File: config.mk
export PLATFORM = sky130hd
export DESIGN_NAME = uart_intr_fifo_line_ctrl
export DESIGN_NICKNAME = d
export VERILOG_FILES = /design/src/core/uart_ctrl_pkg.sv /design/src/core/irq_flag.sv /design/src/core/rx_timeout_timer.sv /design/src/core/uart_intr_fifo_line_ctrl.sv
export VERILOG_INCLUDE_DIRS = /design/src /design/src/core
export SDC_FILE = /design/constraint.sdc
export NUM_CORES = 1
export LEC_CHECK = 0
export BUFFER_PORTS_ARGS = -buffer_cell sky130_fd_sc_hd__buf_2
export CAP_MARGIN = 20
export CORE_ASPECT_RATIO = 1.25
export CORE_MARGIN = 3
export CORE_UTILIZATION = 50
export DETAILED_ROUTE_END_ITERATION = 7
export GPL_TIMING_DRIVEN = 0
export PLACE_DENSITY = 0.78
export REMOVE_ABC_BUFFERS = 1
export SLEW_MARGIN = 10
export SYNTH_ARGS = -nofsm -noshare
export SYNTH_HDL_FRONTEND = slang
export SYNTH_SLANG_ARGS = --single-unit
export TNS_END_PERCENT = 10
File: constraint.sdc
create_clock -name clk -period 2.85 [get_ports clk]
set_input_delay 0.285 -clock clk [delete_from_list [all_inputs] [get_ports clk]]
set_output_delay 0.285 -clock clk [all_outputs]
set_load 0.05 [all_outputs]
File: src/core/uart_ctrl_defs.svh
/*
 * named constants of the uart control block:
 * offsets, fields, resets, interrupt codes,
 * trigger levels and timeout figures.
 * assumes inclusion by bare name from core files.
 */
`ifndef UART_CTRL_DEFS_SVH
`define UART_CTRL_DEFS_SVH

// ==========================================================
// register offsets on the 3-bit register port
`define OFS_DATA       3'h0
`define OFS_INTR_EN    3'h1
`define OFS_INTR_SRC   3'h2
`define OFS_LINE_FMT   3'h3
`define OFS_LINE_STAT  3'h5
`define OFS_MODEM_STAT 3'h6

// ==========================================================
// interrupt enable fields and reset value
`define IEN_RXDATA     0
`define IEN_TXEMPTY    1
`define IEN_LINE       2
`define IEN_MODEM      3
`define IEN_RST        4'h0

// ==========================================================
// fifo control fields
`define FCR_ENABLE     0
`define FCR_RXRESET    1
`define FCR_TXRESET    2
`define FCR_DMA        3
`define FCR_TRIG_LO    6
`define FCR_TRIG_HI    7

// ==========================================================
// line format fields and reset value
`define LFC_LEN_LO     0
`define LFC_LEN_HI     1
`define LFC_STOP       2
`define LFC_PAR_EN     3
`define LFC_EVEN       4
`define LFC_RST        8'h00

// ==========================================================
// interrupt source codes, lowest four bits of the source register
`define ID_LINE        4'h6
`define ID_TIMEOUT     4'hC
`define ID_RXDATA      4'h4
`define ID_TXREADY     4'h2
`define ID_MODEM       4'h0
`define ID_NONE        4'h1

// ==========================================================
// receive trigger levels in characters
`define TRIG_SEL0      5'h01
`define TRIG_SEL1      5'h04
`define TRIG_SEL2      5'h08
`define TRIG_SEL3      5'h0E

// ==========================================================
// receive timeout: four characters plus twelve bit times
`define TOUT_CHARS     6'h04
`define TOUT_BITS      6'h0C
`define FRAME_BASE     6'h06
`define STOP_EXTRA     6'h01

`endif

File: src/core/uart_ctrl_pkg.sv
/*
 * types shared by the uart control block and bench.
 * assumes nothing beyond the compiler.
 */
package uart_ctrl_pkg;

   // ========================================================
   // configuration carried to the fifo and serializer logic
   typedef struct packed {
      logic [1:0] trigSel;     // receive trigger select
      logic       dmaMode;     // ready pin mode
      logic       enable;      // both fifos on
   } fifo_cfg_t;

   typedef struct packed {
      logic [1:0] wordLen;     // 0..3 means 5..8 bits
      logic       stopBits;    // long stop
      logic       parityEn;    // parity on
      logic       evenParity;  // even when set, odd when clear
   } line_cfg_t;

   // ========================================================
   // receive side status reported by the datapath
   typedef struct packed {
      logic [4:0] fill;        // characters in receive fifo
      logic       push;        // one cycle: character stored
   } rx_side_t;

endpackage

File: src/core/irq_flag.sv
/*
 * one sticky interrupt flag: event sets, host
 * access clears.
 * assumes one-cycle set and clear on this clock.
 */
module irq_flag #(
   parameter logic RST_VAL = 1'b0
) (
   input  wire logic clk,
   input  wire logic rstn,
   input  wire logic set,
   input  wire logic clr,
   output logic      flag
);

   // ========================================================
   // set beats clear so an event in the clearing cycle is kept
   always_ff @(posedge clk or negedge rstn) begin
      if (!rstn) begin
         flag <= RST_VAL;
      end else if (set) begin
         flag <= 1'b1;
      end else if (clr) begin
         flag <= 1'b0;
      end
   end

endmodule

File: src/core/rx_timeout_timer.sv
/*
 * receive timeout counter in bit times.
 * assumes bitTick pulses once per bit time and
 * limit is the full count in bit times.
 */
module rx_timeout_timer (
   input  wire logic       clk,
   input  wire logic       rstn,
   input  wire logic       bitTick,
   input  wire logic       run,
   input  wire logic       restart,
   input  wire logic [5:0] limit,
   output logic            expire
);

   logic [5:0] count_r;   // bit times since last activity
   logic       done_r;    // fired once, wait for restart

   // ========================================================
   // count bit ticks while armed; fire one pulse on reaching limit
   always_ff @(posedge clk or negedge rstn) begin
      if (!rstn) begin
         count_r <= 6'h00;
         done_r  <= 1'b0;
         expire  <= 1'b0;
      end else begin
         expire <= 1'b0;
         if (restart || !run) begin
            count_r <= 6'h00;
            done_r  <= 1'b0;
         end else if (bitTick && !done_r) begin
            if (count_r + 6'h01 >= limit) begin
               expire <= 1'b1;
               done_r <= 1'b1;
            end
            count_r <= count_r + 6'h01;
         end
      end
   end

endmodule

File: src/core/uart_intr_fifo_line_ctrl.sv
/*
 * per-channel uart control: interrupt enable,
 * prioritised source id, fifo control and
 * line format control.
 * assumes fifos, serializers and status
 * registers sit outside on the same clock,
 * reporting events here and taking strobes.
 * reads answer one cycle after the strobe.
 */
// Implementation choices: the address-and-strobe port and the address map.
`include "uart_ctrl_defs.svh"

// Functional notes
// [RULE_01] source read returns highest pending interrupt only
// [RULE_02] one pending source reported, others wait
// [RULE_03] priority codes: 6, C, 4, 2, 0; none 1
// [RULE_04] bit 0 low while pending, high otherwise
// [RULE_05] line error raises; line status read clears
// [RULE_06] rx fill at trigger raises; below clears
// [RULE_07] four chars plus twelve bits timeout; data read clears
// [RULE_08] tx empty raises; source read or write clears
// [RULE_09] modem change raises; modem status read clears
// [RULE_10] bits 7:6 show fifo enable; 5:4 zero
// [RULE_11] fifo control write-only; bit 0 gates write
// [RULE_12] fifo control bit 1 resets rx fifo
// [RULE_13] fifo control bit 2 resets tx fifo
// [RULE_14] fifo control bit 3 selects dma pin mode
// [RULE_15] bits 7:6 pick trigger 1, 4, 8, 14
// [RULE_16] line bits 1:0 give 5 to 8 bits
// [RULE_17] line bit 2 gives longer stop bits
// [RULE_18] line bit 3 enables parity
// [RULE_19] each source reported only when enabled
// [RULE_20] enabling tx empty while empty raises interrupt
// [RULE_21] line bit 4 selects even over odd
// [RULE_22] interrupt output high while enabled source pending
module uart_intr_fifo_line_ctrl (
   input  wire logic                   clk,
   input  wire logic                   rstn,
   // register port
   input  wire logic [2:0]             addr,
   input  wire logic [7:0]             wrData,
   input  wire logic                   wrStrobe,
   input  wire logic                   rdStrobe,
   output logic      [7:0]             rdData,
   // datapath status
   input  wire uart_ctrl_pkg::rx_side_t rxSide,
   input  wire logic                   txFifoEmpty,
   input  wire logic                   txFifoFull,
   input  wire logic [3:0]             lineErr,
   input  wire logic [3:0]             modemDelta,
   input  wire logic                   bitTick,
   // strobes to the datapath
   output logic                        rxFifoReset,
   output logic                        txFifoReset,
   output logic                        rxDataRead,
   output logic                        txDataWrite,
   output logic                        lineStatusRead,
   output logic                        modemStatusRead,
   // configuration and pins
   output uart_ctrl_pkg::fifo_cfg_t    fifoCfg,
   output uart_ctrl_pkg::line_cfg_t    lineCfg,
   output logic                        intr,
   output logic                        receiveReadyPinN,
   output logic                        transmitReadyPinN
);
   import uart_ctrl_pkg::*;

   // ========================================================
   // declarations
   logic [3:0] intrEn_r;       // interrupt enable register
   logic [7:0] lineFmt_r;      // line format control register
   fifo_cfg_t  fifoCfg_r;      // fifo control, write-only
   logic [7:0] rdData_r;       // registered read answer
   logic [7:0] rdData_nxt;     // read answer for this cycle's strobe
   logic [3:0] lineErrPrev_r;  // last line error bits, for edges
   logic [3:0] modemPrev_r;    // last modem delta bits, for edges
   logic       txEmptyPrev_r;  // last tx empty level, for edges
   logic       rxFifoReset_r;  // one-cycle rx fifo reset pulse
   logic       txFifoReset_r;  // one-cycle tx fifo reset pulse

   logic       wrIntrEn;       // host writes interrupt enable
   logic       wrFifoCtl;      // host writes fifo control
   logic       wrLineFmt;      // host writes line format
   logic       rdIntrSrc;      // host reads source register

   logic       lineFlag;       // line status pending
   logic       toutFlag;       // receive timeout pending
   logic       txFlag;         // transmit ready pending
   logic       modemFlag;      // modem status pending
   logic       rxLevel;        // receive data at trigger
   logic       toutExpire;     // timer fired this cycle

   logic       lineSet;        // new line error seen
   logic       modemSet;       // new modem change seen
   logic       txSet;          // transmitter became ready
   logic       txClr;          // transmit ready serviced

   logic [4:0] trigLevel;      // decoded trigger in characters
   logic [5:0] frameBits;      // bits of one character frame
   logic [5:0] toutLimit;      // timeout in bit times
   logic       toutRun;        // timer armed
   logic [3:0] intrId;         // encoded highest source
   logic [7:0] intrSrc;        // full source register value

   // ========================================================
   // address decode; strobes never overlap
   assign wrIntrEn  = wrStrobe && (addr == `OFS_INTR_EN);
   assign wrFifoCtl = wrStrobe && (addr == `OFS_INTR_SRC);
   assign wrLineFmt = wrStrobe && (addr == `OFS_LINE_FMT);
   assign rdIntrSrc = rdStrobe && (addr == `OFS_INTR_SRC);

   // strobes for registers kept outside
   assign rxDataRead      = rdStrobe && (addr == `OFS_DATA);
   assign txDataWrite     = wrStrobe && (addr == `OFS_DATA);
   assign lineStatusRead  = rdStrobe && (addr == `OFS_LINE_STAT);
   assign modemStatusRead = rdStrobe && (addr == `OFS_MODEM_STAT);

   // ========================================================
   // interrupt enable register
   always_ff @(posedge clk or negedge rstn) begin
      if (!rstn) begin
         intrEn_r <= `IEN_RST;
      end else if (wrIntrEn) begin
         intrEn_r <= wrData[3:0];       // upper bits reserved
      end
   end

   // ========================================================
   // fifo control register: write-only, no read path
   always_ff @(posedge clk or negedge rstn) begin
      if (!rstn) begin
         fifoCfg_r <= '0;
      end else if (wrFifoCtl) begin
         fifoCfg_r.enable <= wrData[`FCR_ENABLE];               // RULE_11
         // other fields take effect only with the enable bit set
         if (wrData[`FCR_ENABLE]) begin                         // RULE_11
            fifoCfg_r.dmaMode <= wrData[`FCR_DMA];              // RULE_14
            fifoCfg_r.trigSel <=
               wrData[`FCR_TRIG_HI:`FCR_TRIG_LO];               // RULE_15
         end
      end
   end

   // ========================================================
   // fifo reset pulses; the bits are never stored, so they
   // self-clear. shift registers are untouched: only the
   // pointer logic sees these pulses.
   always_ff @(posedge clk or negedge rstn) begin
      if (!rstn) begin
         rxFifoReset_r <= 1'b0;
         txFifoReset_r <= 1'b0;
      end else begin
         rxFifoReset_r <= wrFifoCtl && wrData[`FCR_ENABLE]
                          && wrData[`FCR_RXRESET];              // RULE_12
         txFifoReset_r <= wrFifoCtl && wrData[`FCR_ENABLE]
                          && wrData[`FCR_TXRESET];              // RULE_13
      end
   end

   assign rxFifoReset = rxFifoReset_r;
   assign txFifoReset = txFifoReset_r;
   assign fifoCfg     = fifoCfg_r;

   // ========================================================
   // line format register; all eight bits kept so
   // that unused bits still read back
   always_ff @(posedge clk or negedge rstn) begin
      if (!rstn) begin
         lineFmt_r <= `LFC_RST;
      end else if (wrLineFmt) begin
         lineFmt_r <= wrData;
      end
   end

   // fields handed to both serializers
   always_comb begin
      lineCfg.wordLen    = lineFmt_r[`LFC_LEN_HI:`LFC_LEN_LO];  // RULE_16
      lineCfg.stopBits   = lineFmt_r[`LFC_STOP];                // RULE_17
      lineCfg.parityEn   = lineFmt_r[`LFC_PAR_EN];              // RULE_18
      lineCfg.evenParity = lineFmt_r[`LFC_EVEN];                // RULE_21
   end

   // ========================================================
   // edge history for event detection
   // levels stay high until read, so only a rising
   // edge may set a flag; else a clearing read
   // would be undone at once
   always_ff @(posedge clk or negedge rstn) begin
      if (!rstn) begin
         lineErrPrev_r <= 4'h0;
         modemPrev_r   <= 4'h0;
         txEmptyPrev_r <= 1'b1;
      end else begin
         lineErrPrev_r <= lineErr;
         modemPrev_r   <= modemDelta;
         txEmptyPrev_r <= txFifoEmpty;
      end
   end

   // ========================================================
   // line status source
   assign lineSet = |(lineErr & ~lineErrPrev_r);                // RULE_05

   irq_flag #(
      .RST_VAL (1'b0)
   ) lineIrq (
      .clk  (clk),
      .rstn (rstn),
      .set  (lineSet),
      .clr  (lineStatusRead),                                   // RULE_05
      .flag (lineFlag)
   );

   // ========================================================
   // modem status source
   assign modemSet = |(modemDelta & ~modemPrev_r);              // RULE_09

   irq_flag #(
      .RST_VAL (1'b0)
   ) modemIrq (
      .clk  (clk),
      .rstn (rstn),
      .set  (modemSet),
      .clr  (modemStatusRead),                                  // RULE_09
      .flag (modemFlag)
   );

   // ========================================================
   // transmit ready source
   // raised on going empty, and on enabling while
   // already empty, so software sees a fresh request
   assign txSet = (txFifoEmpty && !txEmptyPrev_r)               // RULE_08
                  || (wrIntrEn && wrData[`IEN_TXEMPTY]
                      && !intrEn_r[`IEN_TXEMPTY]
                      && txFifoEmpty);                          // RULE_20
   // a source read clears it only when it was what was reported
   assign txClr = txDataWrite
                  || (rdIntrSrc && intrId == `ID_TXREADY);      // RULE_08

   irq_flag #(
      .RST_VAL (1'b0)
   ) txIrq (
      .clk  (clk),
      .rstn (rstn),
      .set  (txSet),
      .clr  (txClr),
      .flag (txFlag)
   );

   // ========================================================
   // receive data source: a level, not a flag, so
   // it drops once reads bring fill below trigger
   always_comb begin
      case (fifoCfg_r.trigSel)                                  // RULE_15
         2'b00:   trigLevel = `TRIG_SEL0;
         2'b01:   trigLevel = `TRIG_SEL1;
         2'b10:   trigLevel = `TRIG_SEL2;
         2'b11:   trigLevel = `TRIG_SEL3;
         default: trigLevel = `TRIG_SEL0;
      endcase
   end

   // without fifos a single held character is the trigger
   assign rxLevel = fifoCfg_r.enable ? (rxSide.fill >= trigLevel)
                                     : (rxSide.fill != 5'h00); // RULE_06

   // ========================================================
   // receive timeout source
   // frame = start + data + parity; no stop bit is
   // counted unless long stop is set, which adds one,
   // lengthening the timeout slightly
   assign frameBits = `FRAME_BASE + {4'h0, lineCfg.wordLen}
                      + {5'h00, lineCfg.parityEn}
                      + (lineCfg.stopBits ? `STOP_EXTRA : 6'h00);
   assign toutLimit = 6'((`TOUT_CHARS * frameBits)
                      + `TOUT_BITS);                            // RULE_07
   assign toutRun   = fifoCfg_r.enable && (rxSide.fill != 5'h00);

   rx_timeout_timer toutTimer (
      .clk     (clk),
      .rstn    (rstn),
      .bitTick (bitTick),
      .run     (toutRun),
      .restart (rxSide.push || rxDataRead),
      .limit   (toutLimit),
      .expire  (toutExpire)
   );

   irq_flag #(
      .RST_VAL (1'b0)
   ) toutIrq (
      .clk  (clk),
      .rstn (rstn),
      .set  (toutExpire),                                       // RULE_07
      .clr  (rxDataRead),                                       // RULE_07
      .flag (toutFlag)
   );

   // ========================================================
   // priority encoder: only the highest enabled
   // pending code shows; the rest wait
   always_comb begin
      if (lineFlag && intrEn_r[`IEN_LINE]) begin                // RULE_19
         intrId = `ID_LINE;                                     // RULE_03
      end else if (toutFlag && intrEn_r[`IEN_RXDATA]) begin
         intrId = `ID_TIMEOUT;                                  // RULE_03
      end else if (rxLevel && intrEn_r[`IEN_RXDATA]) begin
         intrId = `ID_RXDATA;                                   // RULE_03
      end else if (txFlag && intrEn_r[`IEN_TXEMPTY]) begin
         intrId = `ID_TXREADY;                                  // RULE_03
      end else if (modemFlag && intrEn_r[`IEN_MODEM]) begin
         intrId = `ID_MODEM;                                    // RULE_03
      end else begin
         intrId = `ID_NONE;                                     // RULE_04
      end
   end
   // RULE_01
   // RULE_02

   // fifo status mirrored twice, reserved bits zero
   assign intrSrc = {fifoCfg_r.enable, fifoCfg_r.enable,
                     2'b00, intrId};                            // RULE_10

   // ========================================================
   // interrupt output
   assign intr = (intrId != `ID_NONE);                          // RULE_22

   // ========================================================
   // ready pins, active low
   // normal: one character; dma: receive waits for
   // trigger or timeout, transmit for fifo room
   always_comb begin
      if (fifoCfg_r.dmaMode && fifoCfg_r.enable) begin          // RULE_14
         receiveReadyPinN  = !(rxLevel || toutFlag);
         transmitReadyPinN = txFifoFull;
      end else begin
         receiveReadyPinN  = (rxSide.fill == 5'h00);
         transmitReadyPinN = !txFifoEmpty;
      end
   end

   // ========================================================
   // read mux; datapath offsets answer zero here,
   // merged outside; fifo control is write-only,
   // its offset reads the source register
   always_comb begin
      rdData_nxt = 8'h00;
      case (addr)
         `OFS_INTR_EN:  rdData_nxt = {4'h0, intrEn_r};
         `OFS_INTR_SRC: rdData_nxt = intrSrc;                   // RULE_01
         `OFS_LINE_FMT: rdData_nxt = lineFmt_r;
         default:       rdData_nxt = 8'h00;
      endcase
   end

   // answer stands only in the cycle after the strobe
   always_ff @(posedge clk or negedge rstn) begin
      if (!rstn) begin
         rdData_r <= 8'h00;
      end else if (rdStrobe) begin
         rdData_r <= rdData_nxt;
      end else begin
         rdData_r <= 8'h00;
      end
   end

   assign rdData = rdData_r;

endmodule
== Yosys cells after proc, flatten, opt, wreduce, memory -nomap -nowiden ==
Index checks and enable logic that the tools add are counted.
Storage, ports and cells
  bits in registers: 47
  bits of input ports: 32
  logic and storage cells: 116
Cells by class
  add/subtract/negate cells: 5
  $lt $le $gt $ge: 2
  eq/ne operators: 10
  multiplexer cells: 28
  bitwise operators: 4
  reductions and logical operators: 49
Operators with widths (number)
  logical AND 1 bit: 24
  case mux 8 bit (3 select lines): 1
  case mux 5 bit (4 select lines): 1
  2-to-1 mux 1 bit: 19
  2-to-1 mux 6 bit: 2
  nonzero test 2 bit: 6
  adder 4 x 1 -> 4 bit: 2
  bitwise AND 4 bit: 2
  2-to-1 mux 4 bit: 2
  2-to-1 mux 8 bit: 1
  inverter 4 bit: 2
  OR reduction 4 bit: 2
  adder 6 x 1 -> 6 bit (second input constant): 1
  adder 6 x 4 -> 6 bit (second input constant): 1
  equality test 3 x 2 -> 1 bit (second input constant): 2
  equality test 3 bit (second input constant): 2
  >= comparator 6 bit: 1
  zero test 1 bit: 6
  >= comparator 5 bit: 1
  zero test 5 bit: 1
  logical OR 1 bit: 5
  nonzero test 5 bit: 1
  adder 3 x 2 -> 4 bit (first input constant): 1
  equality test 2 bit (second input constant): 2
  other kinds (9): 10

== Logic depth before layout (Yosys ltp) ==
Gate-level depths: netlist of run 1.
  depth after elaboration: 13
  gate-level depth with buffers: 9
  depth with buffers taken out: 9

== Cells and area by module ==
Synthesis of run 1 repeated with hierarchy kept, for this count alone.
Unflattened totals
  cell total of the unflattened synthesis: 233
  area, all modules: 2447.3 µm²
Modules (own cells, without submodules)
  uart_intr_fifo_line_ctrl: times used 1, cells each 160, area each 1729.2 µm², seq. area each 877.1 µm²
  rx_timeout_timer: times used 1, cells each 61, area each 573.0 µm², seq. area each 200.2 µm²
  irq_flag: times used 4, cells each 3, area each 36.3 µm², seq. area each 25.0 µm²

== Worst setup path before layout of run 1 ==
No wires, ideal clock.
  path kind: flip-flop to output port
  from: register fifoCfg_r (netlist bit fifoCfg[2])
  to: output receiveReadyPinN
  arrival time: 2.336 ns
  required time: 2.565 ns
  path slack: 0.229 ns
  stages on the path, launching flop included: 7
  buffers on the path: 0
  cell sequence: dfrtp_1 -> nor2_1 -> ha_1 -> nand2b_1 -> a211oi_1 -> o21ai_1 -> mux2i_1
Between the ends
  cells in the longest elaborated chain, start to end: 7
Ends and longest elaborated chain
  start, declared: RTL line uart_intr_fifo_line_ctrl.sv:72  | fifo_cfg_t fifoCfg_r;
  equality test 2 bit (tied with other cells): RTL line uart_intr_fifo_line_ctrl.sv:254  | case (fifoCfg_r.trigSel)
  case mux 5 bit (4 select lines) (*): RTL line uart_intr_fifo_line_ctrl.sv:254
  >= comparator 5 bit (*): RTL line uart_intr_fifo_line_ctrl.sv:264  | assign rxLevel = fifoCfg_r.enable ? (rxSide.fill >= trigLevel)
  2-to-1 mux 1 bit (*): RTL line uart_intr_fifo_line_ctrl.sv:264
  logical OR 1 bit (*): RTL line uart_intr_fifo_line_ctrl.sv:334  | receiveReadyPinN = !(rxLevel || toutFlag);
  zero test 1 bit (*): RTL line uart_intr_fifo_line_ctrl.sv:334
  2-to-1 mux 1 bit (*): RTL line uart_intr_fifo_line_ctrl.sv:333  | if (fifoCfg_r.dmaMode && fifoCfg_r.enable) begin
  end, declared: RTL line uart_intr_fifo_line_ctrl.sv:63  | output logic receiveReadyPinN,
Mark *: on every way between the ends. The rest lies on a longest branch, timed or not. The select of a mux whose other input is x is not followed.

== Worst setup path in the final report of run 1 ==
  from: register lineFmt_r[3]
  to: register toutTimer.expire
Between the ends
  cells in the longest elaborated chain, start to end: 7
Ends and longest elaborated chain
  start, declared: RTL line uart_intr_fifo_line_ctrl.sv:71  | logic [7:0] lineFmt_r;
  start signal, assigned: RTL line uart_intr_fifo_line_ctrl.sv:169  | lineFmt_r <= `LFC_RST;
  start signal, assigned: RTL line uart_intr_fifo_line_ctrl.sv:171  | lineFmt_r <= wrData;
  adder 4 x 1 -> 4 bit (no line) (2 in a row)
  adder 6 x 4 -> 6 bit (no line)
  >= comparator 6 bit: RTL line rx_timeout_timer.sv:32  | if (count_r + 6'h01 >= limit) begin
  2-to-1 mux 1 bit: RTL line rx_timeout_timer.sv:32
  2-to-1 mux 1 bit: RTL line rx_timeout_timer.sv:31  | end else if (bitTick && !done_r) begin
  2-to-1 mux 1 bit: RTL line rx_timeout_timer.sv:28  | if (restart || !run) begin
  end signal, assigned: RTL line rx_timeout_timer.sv:25  | expire <= 1'b0;
  end signal, assigned: RTL line rx_timeout_timer.sv:27  | expire <= 1'b0;
  end signal, assigned: RTL line rx_timeout_timer.sv:33  | expire <= 1'b1;
  end, declared: RTL line rx_timeout_timer.sv:13  | output logic expire
No other way between the ends.
A chain may end at the register's enable or synchronous reset.

==> impl_metrics.toml, run 1 <==
[outcome]
outcome = "complete, no violations"

[pwr]
swShare_pct = 36.0
power.density_nw_per_um2 = 618
power_mw = 1.74
p_clk_share_pct = 22.2
seq_power_share_pct = 46.8
p_leak_nw = 1.46
internal_power_mw = 1.11
peakVddDrop_mv = 0.475
p_comb_share_pct = 31.0
p_sw_mw = 0.625

[yosys]
synth_edf_count = 0
synthFlopType = "dfrtp_1"
syn_area_per_cell_um2 = 10.7
yosys.area.top_type = "dfrtp_1"
synth_area_um2 = 2390
yosysTopAreaCellShare_pct = 48.2
synth_area_leaders = "dfrtp_1 48%, mux2_2 6.6%, ha_1 6.3%"
ys_ff_latch = 47
synthDistinctLibCells = 43
seq_area_frac_synth_pct = 49.3
ys_async_sr_fraction_pct = 100
syn_inst = 224
synth_warnings = 0

[setup_path]
cpMostUsedCell = "fa_1"
start_kind = "flip-flop"
crit_path_top_delay_cell = "fa_1"
cp_cell_sequence = "inv_1 > fa_1 > fa_1 > ha_1 > a21oi_1 > o21ai_0 > and3b_1"
cp.arrival_ns = 2.64
critPathMaxFanout = 4
end_kind = "flip-flop"
worstPathRequired_ns = 3.09
cpPeakStageDelay_ns = 0.59
criticalPathCategory = "reg2reg"

[grt]
globalRoute.totalOverflow = 0
antenna_found_initial = 0
grt_usage_pct = 19.3
grt_start_max_net_pins = 48
grt_pass1_wl_mm = 8.25
grt_pass1_vias = 1794

[floorplanning]
start_util_pct = 53.2
die_area_um2 = 5650
die_y_um = 83.3
rows = 27
ios = 58
fp.dieW_um = 67.8
coreArea_um2 = 4490

[timing]
hold_violations = 0
fin_skew_ns = 0.00343
period_needed_ns = 2.41
tightest_slew_ns = 0.420
slew_violations = 0
setup_viol = 0
rsz0062_at_grt = "no"
post-route-period-util_pct = 84.5
fmax_mhz = 415
setup-tns-final_ns = 0
slew_headroom_pct = 71.9
setup_slack_ns = 0.442

[clock_network]
cts-buffers-inserted = 5
clockRootBuffer = "clkbuf_8"
cts_buffer_depth = 2
clk_pin_slew_ns = 0.08
cts_resized = 0
insertion_delay_ns = 0.30
cts_sinks = 47
cts_tree = "built"
h-tree-depth = 2

[placement]
dp_slack_ns = 0.463
dp_hpwl_mm = 3.79
io_buffers = 57
gp_congestion = 0.877

[detailed_routing]
wl_per_cell_um = 14.3
vias_per_cell = 5.25
antenna_left = 0
finalWirelength_mm = 4.90
dr.pass1.iters = 4
vias = 1795
drcViolationCount = 0
drtIter0Drc = 73

[final_layout]
antennaDiodeCount = 0
nets = 329
layout-drive-gt1-share_pct = 31.0
fillers = 386
post-route-util_pct = 62.5
syn2layout_area_growth_pct = 17.4

[run]
maxCapViolCount = 0

[worst_hold_path]
min-delay-path-class = "in2reg"
## critical path, delay by kind of cell, from the launching register on
family / cells / cell delay [ns]
and+or+nand+nor: 1 / 0.21
AOI/OAI and AO/OA: 2 / 0.33
buffers and inverters: 1 / 0.08
DFF: 1 / 0.41
adders and majority gates: 3 / 1.31
## state kept, by name, indices dropped and copies added, names as in the netlist
name               flops
rxFifoReset            1
toutTimer.count_r      6
toutTimer.expire       1
txFifoReset            1
lineIrq.flag           1
lineFmt_r              8
toutIrq.flag           1
txEmptyPrev_r          1
fifoCfg                4
lineErrPrev_r          4
rdData                 8
modemIrq.flag          1
modemPrev_r            4
intrEn_r               4
txIrq.flag             1
toutTimer.done_r       1
## cells in the final DEF, fill, tap and decap left out, types with 3 or more instances in the layout
cell,synthesis,final
inv_1,25,25
nor2_1,17,17
nor3_1,4,4
xnor2_1,5,5
dfrtp_1,46,46
xor2_1,5,5
buf_2,0,57
clkbuf_8,0,5
ha_1,12,12
nand2_1,23,23
a21oi_1,10,10
nor2b_1,3,3
o21ai_0,9,9
mux2_2,14,14
mux2i_1,5,5
nand3_1,4,4
## worst paths after layout
check	from	end	slack [ns]	depth (start not counted)
max in group asynchronous	rstn	txEmptyPrev_r	1.87	3
min reg2reg	toutTimer.expire	toutIrq.flag	0.45	1
max	lineFmt_r[3]	toutTimer.expire	0.44	7
min	modemDelta[1]	modemPrev_r[1]	0.10	1
min in group asynchronous	rstn	rdData[6]	0.42	2
max reg2reg	lineFmt_r[3]	toutTimer.expire	0.44	7
## synthesized netlist by cell type (all sizes together), types with 4 or more instances
library cell	count
dfrtp	46
inv	25
nand2	23
nor2	17
mux2	14
ha	12
a21oi	11
o21ai	10
buf	7
mux2i	5
nand3	5
xnor2	5
xor2	5
nand2b	4
nor2b	4
nor3	4
## metrics by stage
stage                     area [µm²]  std cells  hold WS, ns
after detailed placement        2700        332        0.410
final                           2810        342        0.102
after CTS                       2780        340       0.0954
after floorplan                 2340        217      -0.0106
after global placement          2700        332        0.409
after global routing            2810        342       0.0946
## repair_timing
action	CTS	global route
buffers inserted	0	0
setup endpoints to repair	0	0
hold buffers	0	1
endpoints found under the hold margin	0	14
## area by class of cell
cell class / instances / area [µm²] / area share (%)
sequential: 47 / 1180 / 42.0
clock inverter: 1 / 5.00 / 0.178
multi-input combinational: 145 / 1070 / 38.0
tap: 58 / 72.6 / 2.59
clock buffer: 7 / 76.3 / 2.72
timing repair buffer: 59 / 315 / 11.2
inverter: 25 / 93.8 / 3.34
## logic make-up after synthesis
kind of cell	after synthesis	synth area share (%)
adder cells (fa/ha/maj)	14	7.96
multiplexers	19	8.69
AO/OA/AOI/OAI	36	9.58
XOR/XNOR	10	3.66
AND/OR/NAND/NOR	66	14.7
flip-flops	47	49.3
buffers and inverters	32	6.13
## per-layer routing
| metal | track usage [%] | up-vias | routed length, µm |
|---|---|---|---|
| li1 | - | 867 | - |
| met1 | 23.8 | 861 | 2040 |
| met2 | 30.7 | 55 | 2410 |
| met3 | 4.33 | 12 | 263 |
| met4 | 9.95 | 0 | 184 |
| met5 | 0 | - | 0 |
## power by group through the flow
stage               Combinational [mW]  Sequential, mW  Clock [mW]
floorplan                        0.278           0.919           0
global placement                 0.522           0.821           0
detailed placement               0.538           0.825           0
CTS                              0.540           0.811       0.396
global route                     0.598           0.822       0.417
finish                           0.538           0.812       0.385
(Power assumes the default switching activity.)
==> run 2, diff against run 1 <==
- CORE_UTILIZATION: 50 -> 48
- PLACE_DENSITY: 0.78 -> 0.79
- clock period: 2.85 -> 2.1 ns (I/O delays scaled with it)
==> impl_metrics.toml, run 2 (synthesis results as in run 1) <==
[pwr]
seq_power_share_pct = 42.6
internal_power_mw = 1.65
p_leak_nw = 1.52
peakVddDrop_mv = 0.574
p_clk_share_pct = 23.6
p_sw_mw = 0.896
swShare_pct = 35.2
p_comb_share_pct = 33.8
power.density_nw_per_um2 = 869

[setup_path]
start_kind = "flip-flop"
worstPathRequired_ns = 2.30
end_kind = "flip-flop"
cp.arrival_ns = 2.41
critPathMaxFanout = 2
cpPeakStageDelay_ns = 0.57
cp.buffers_inverters = 1
crit_path_top_delay_cell = "fa_1"
cp_top_family = "adder cells"
cp_cell_sequence = "inv_2 > fa_1 > fa_1 > ha_1 > a21oi_2 > o21ai_2 > a21oi_1 > nor2_1"
cpMostUsedCell = "fa_1"
criticalPathCategory = "reg2reg"

[clock_network]
cts_sinks = 47
clk_pin_slew_ns = 0.09
insertion_delay_ns = 0.30
cts_tree = "built"
h-tree-depth = 2
cts_buffer_depth = 2
cts-buffers-inserted = 5
clockRootBuffer = "clkbuf_8"

[grt]
globalRoute.totalOverflow = 0
grt_pass1_vias = 1886
antenna_found_initial = 0
grt_start_max_net_pins = 48
grt_pass1_wl_mm = 8.51
grt_usage_pct = 18.6

[final_layout]
antennaDiodeCount = 0
layout-drive-gt1-share_pct = 35.6
seqCellArea_um2 = 1180
final_cell_area_um2 = 2920
fillers = 411
multi_input_area_um2 = 1090
syn2layout_area_growth_pct = 22.4
mostFrequentLayoutCells = "55 x buf_2, 46 x dfrtp_1, 24 x inv_1, 23 x nand2_1, 17 x nor2_1"
nets = 337
final_common_cell = "buf_2"

[detailed_routing]
wl_per_cell_um = 14.7
dr.pass1.iters = 5
antenna_left = 0
drtIter0Drc = 99
vias = 1809
finalWirelength_mm = 5.17
drcViolationCount = 0
vias_per_cell = 5.14

[floorplanning]
fp.dieW_um = 69.1
ios = 58
die_area_um2 = 5870
die_y_um = 84.9
start_util_pct = 50.2
coreArea_um2 = 4760
rows = 28

[outcome]
violations = "negative setup slack"
outcome = "finished with violations"

[placement]
gp_congestion = 0.873
io_buffers = 57
place_area_um2 = 2700
dp_hpwl_mm = 3.73

[timing]
rsz0062_at_grt = "yes"
fin_skew_ns = 0.00664
fmax_mhz = 451
slew_headroom_pct = 71.3
tightest_slew_ns = 0.429
setup_viol = 3
post-route-period-util_pct = 106
hold_violations = 0
slew_violations = 0
setup_slack_ns = -0.116
setup-tns-final_ns = -0.259
period_needed_ns = 2.22

[worst_hold_path]
min-delay-path-class = "in2reg"

[run]
maxCapViolCount = 0
run 2: repair_timing:
| item | in CTS | in global routing |
|---|---|---|
| resized for setup | 10 | 0 |
| hold buffers | 0 | 1 |
| endpoints found under the hold margin | 0 | 8 |
| pin swaps | 7 | 1 |
| setup buffers | 8 | 0 |
| setup endpoints to repair | 4 | 4 |
run 2: power groups by stage:
| stage | Sequential [mW] | Clock [mW] | Combinational, mW |
|---|---|---|---|
| after floorplan | 1.25 | 0 | 0.378 |
| after global placement | 1.11 | 0 | 0.709 |
| after detailed placement | 1.12 | 0 | 0.727 |
| after CTS | 1.09 | 0.617 | 0.847 |
| after global routing | 1.10 | 0.647 | 0.945 |
| final | 1.08 | 0.600 | 0.858 |
run 2: metal layers:
metal,share of wire (%),vias to the layer above,global-route usage (%)
met2,51,54,31.8
met5,0,-,0
met1,40,859,20.9
met4,3.5,0,9.95
met3,5.2,14,5.33
li1,-,882,-
run 2: final timing paths:
kind / startpoint / to / slack (ns) / depth (start not counted)
min in group asynchronous: rstn / toutTimer.count_r[2] / 0.29 / 2
hold reg to reg: toutTimer.expire / toutIrq.flag / 0.45 / 1
setup reg to reg: lineFmt_r[0] / toutTimer.done_r / -0.12 / 8
max in group asynchronous: rstn / txEmptyPrev_r / 1.28 / 3
hold / removal: modemDelta[3] / modemPrev_r[3] / 0.02 / 1
setup / recovery: lineFmt_r[0] / toutTimer.done_r / -0.12 / 8
run 2: area by class of cell:
type | instances | area share [%]
Sequential cell | 47 | 40.3
Multi-Input combinational cell | 145 | 37.3
Timing Repair Buffer | 67 | 13.1
Clock buffer | 7 | 3.29
Inverter | 25 | 3.21
Tap cell | 60 | 2.57
Clock inverter | 1 | 0.257
run 2: metrics by stage:
| stage | total power, mW | util, % | hold WS (ns) | worst slack [ns] | std cells |
|---|---|---|---|---|---|
| finish | 2.54 | 61.4 | 0.0228 | -0.116 | 352 |
| global route | 2.69 | 61.4 | 0.0147 | -0.233 | 352 |
| CTS | 2.55 | 60.7 | 0.0142 | -0.116 | 350 |
| detailed placement | 1.84 | 56.6 | 0.334 | -0.330 | 334 |
| global placement | 1.82 | 56.6 | 0.333 | -0.291 | 334 |
| floorplan | 1.63 | - | -0.0856 | -0.446 | 217 |
run 2: worst reg2reg max path: cells and delay by family, from the launching register on:
kind,cells,cell delay [ns]
adder cells (fa/ha/maj),3,1.30
flip-flops,1,0.37
AO/OA/AOI/OAI,3,0.35
buffers and inverters,1,0.05
AND/OR/NAND/NOR,1,0.05
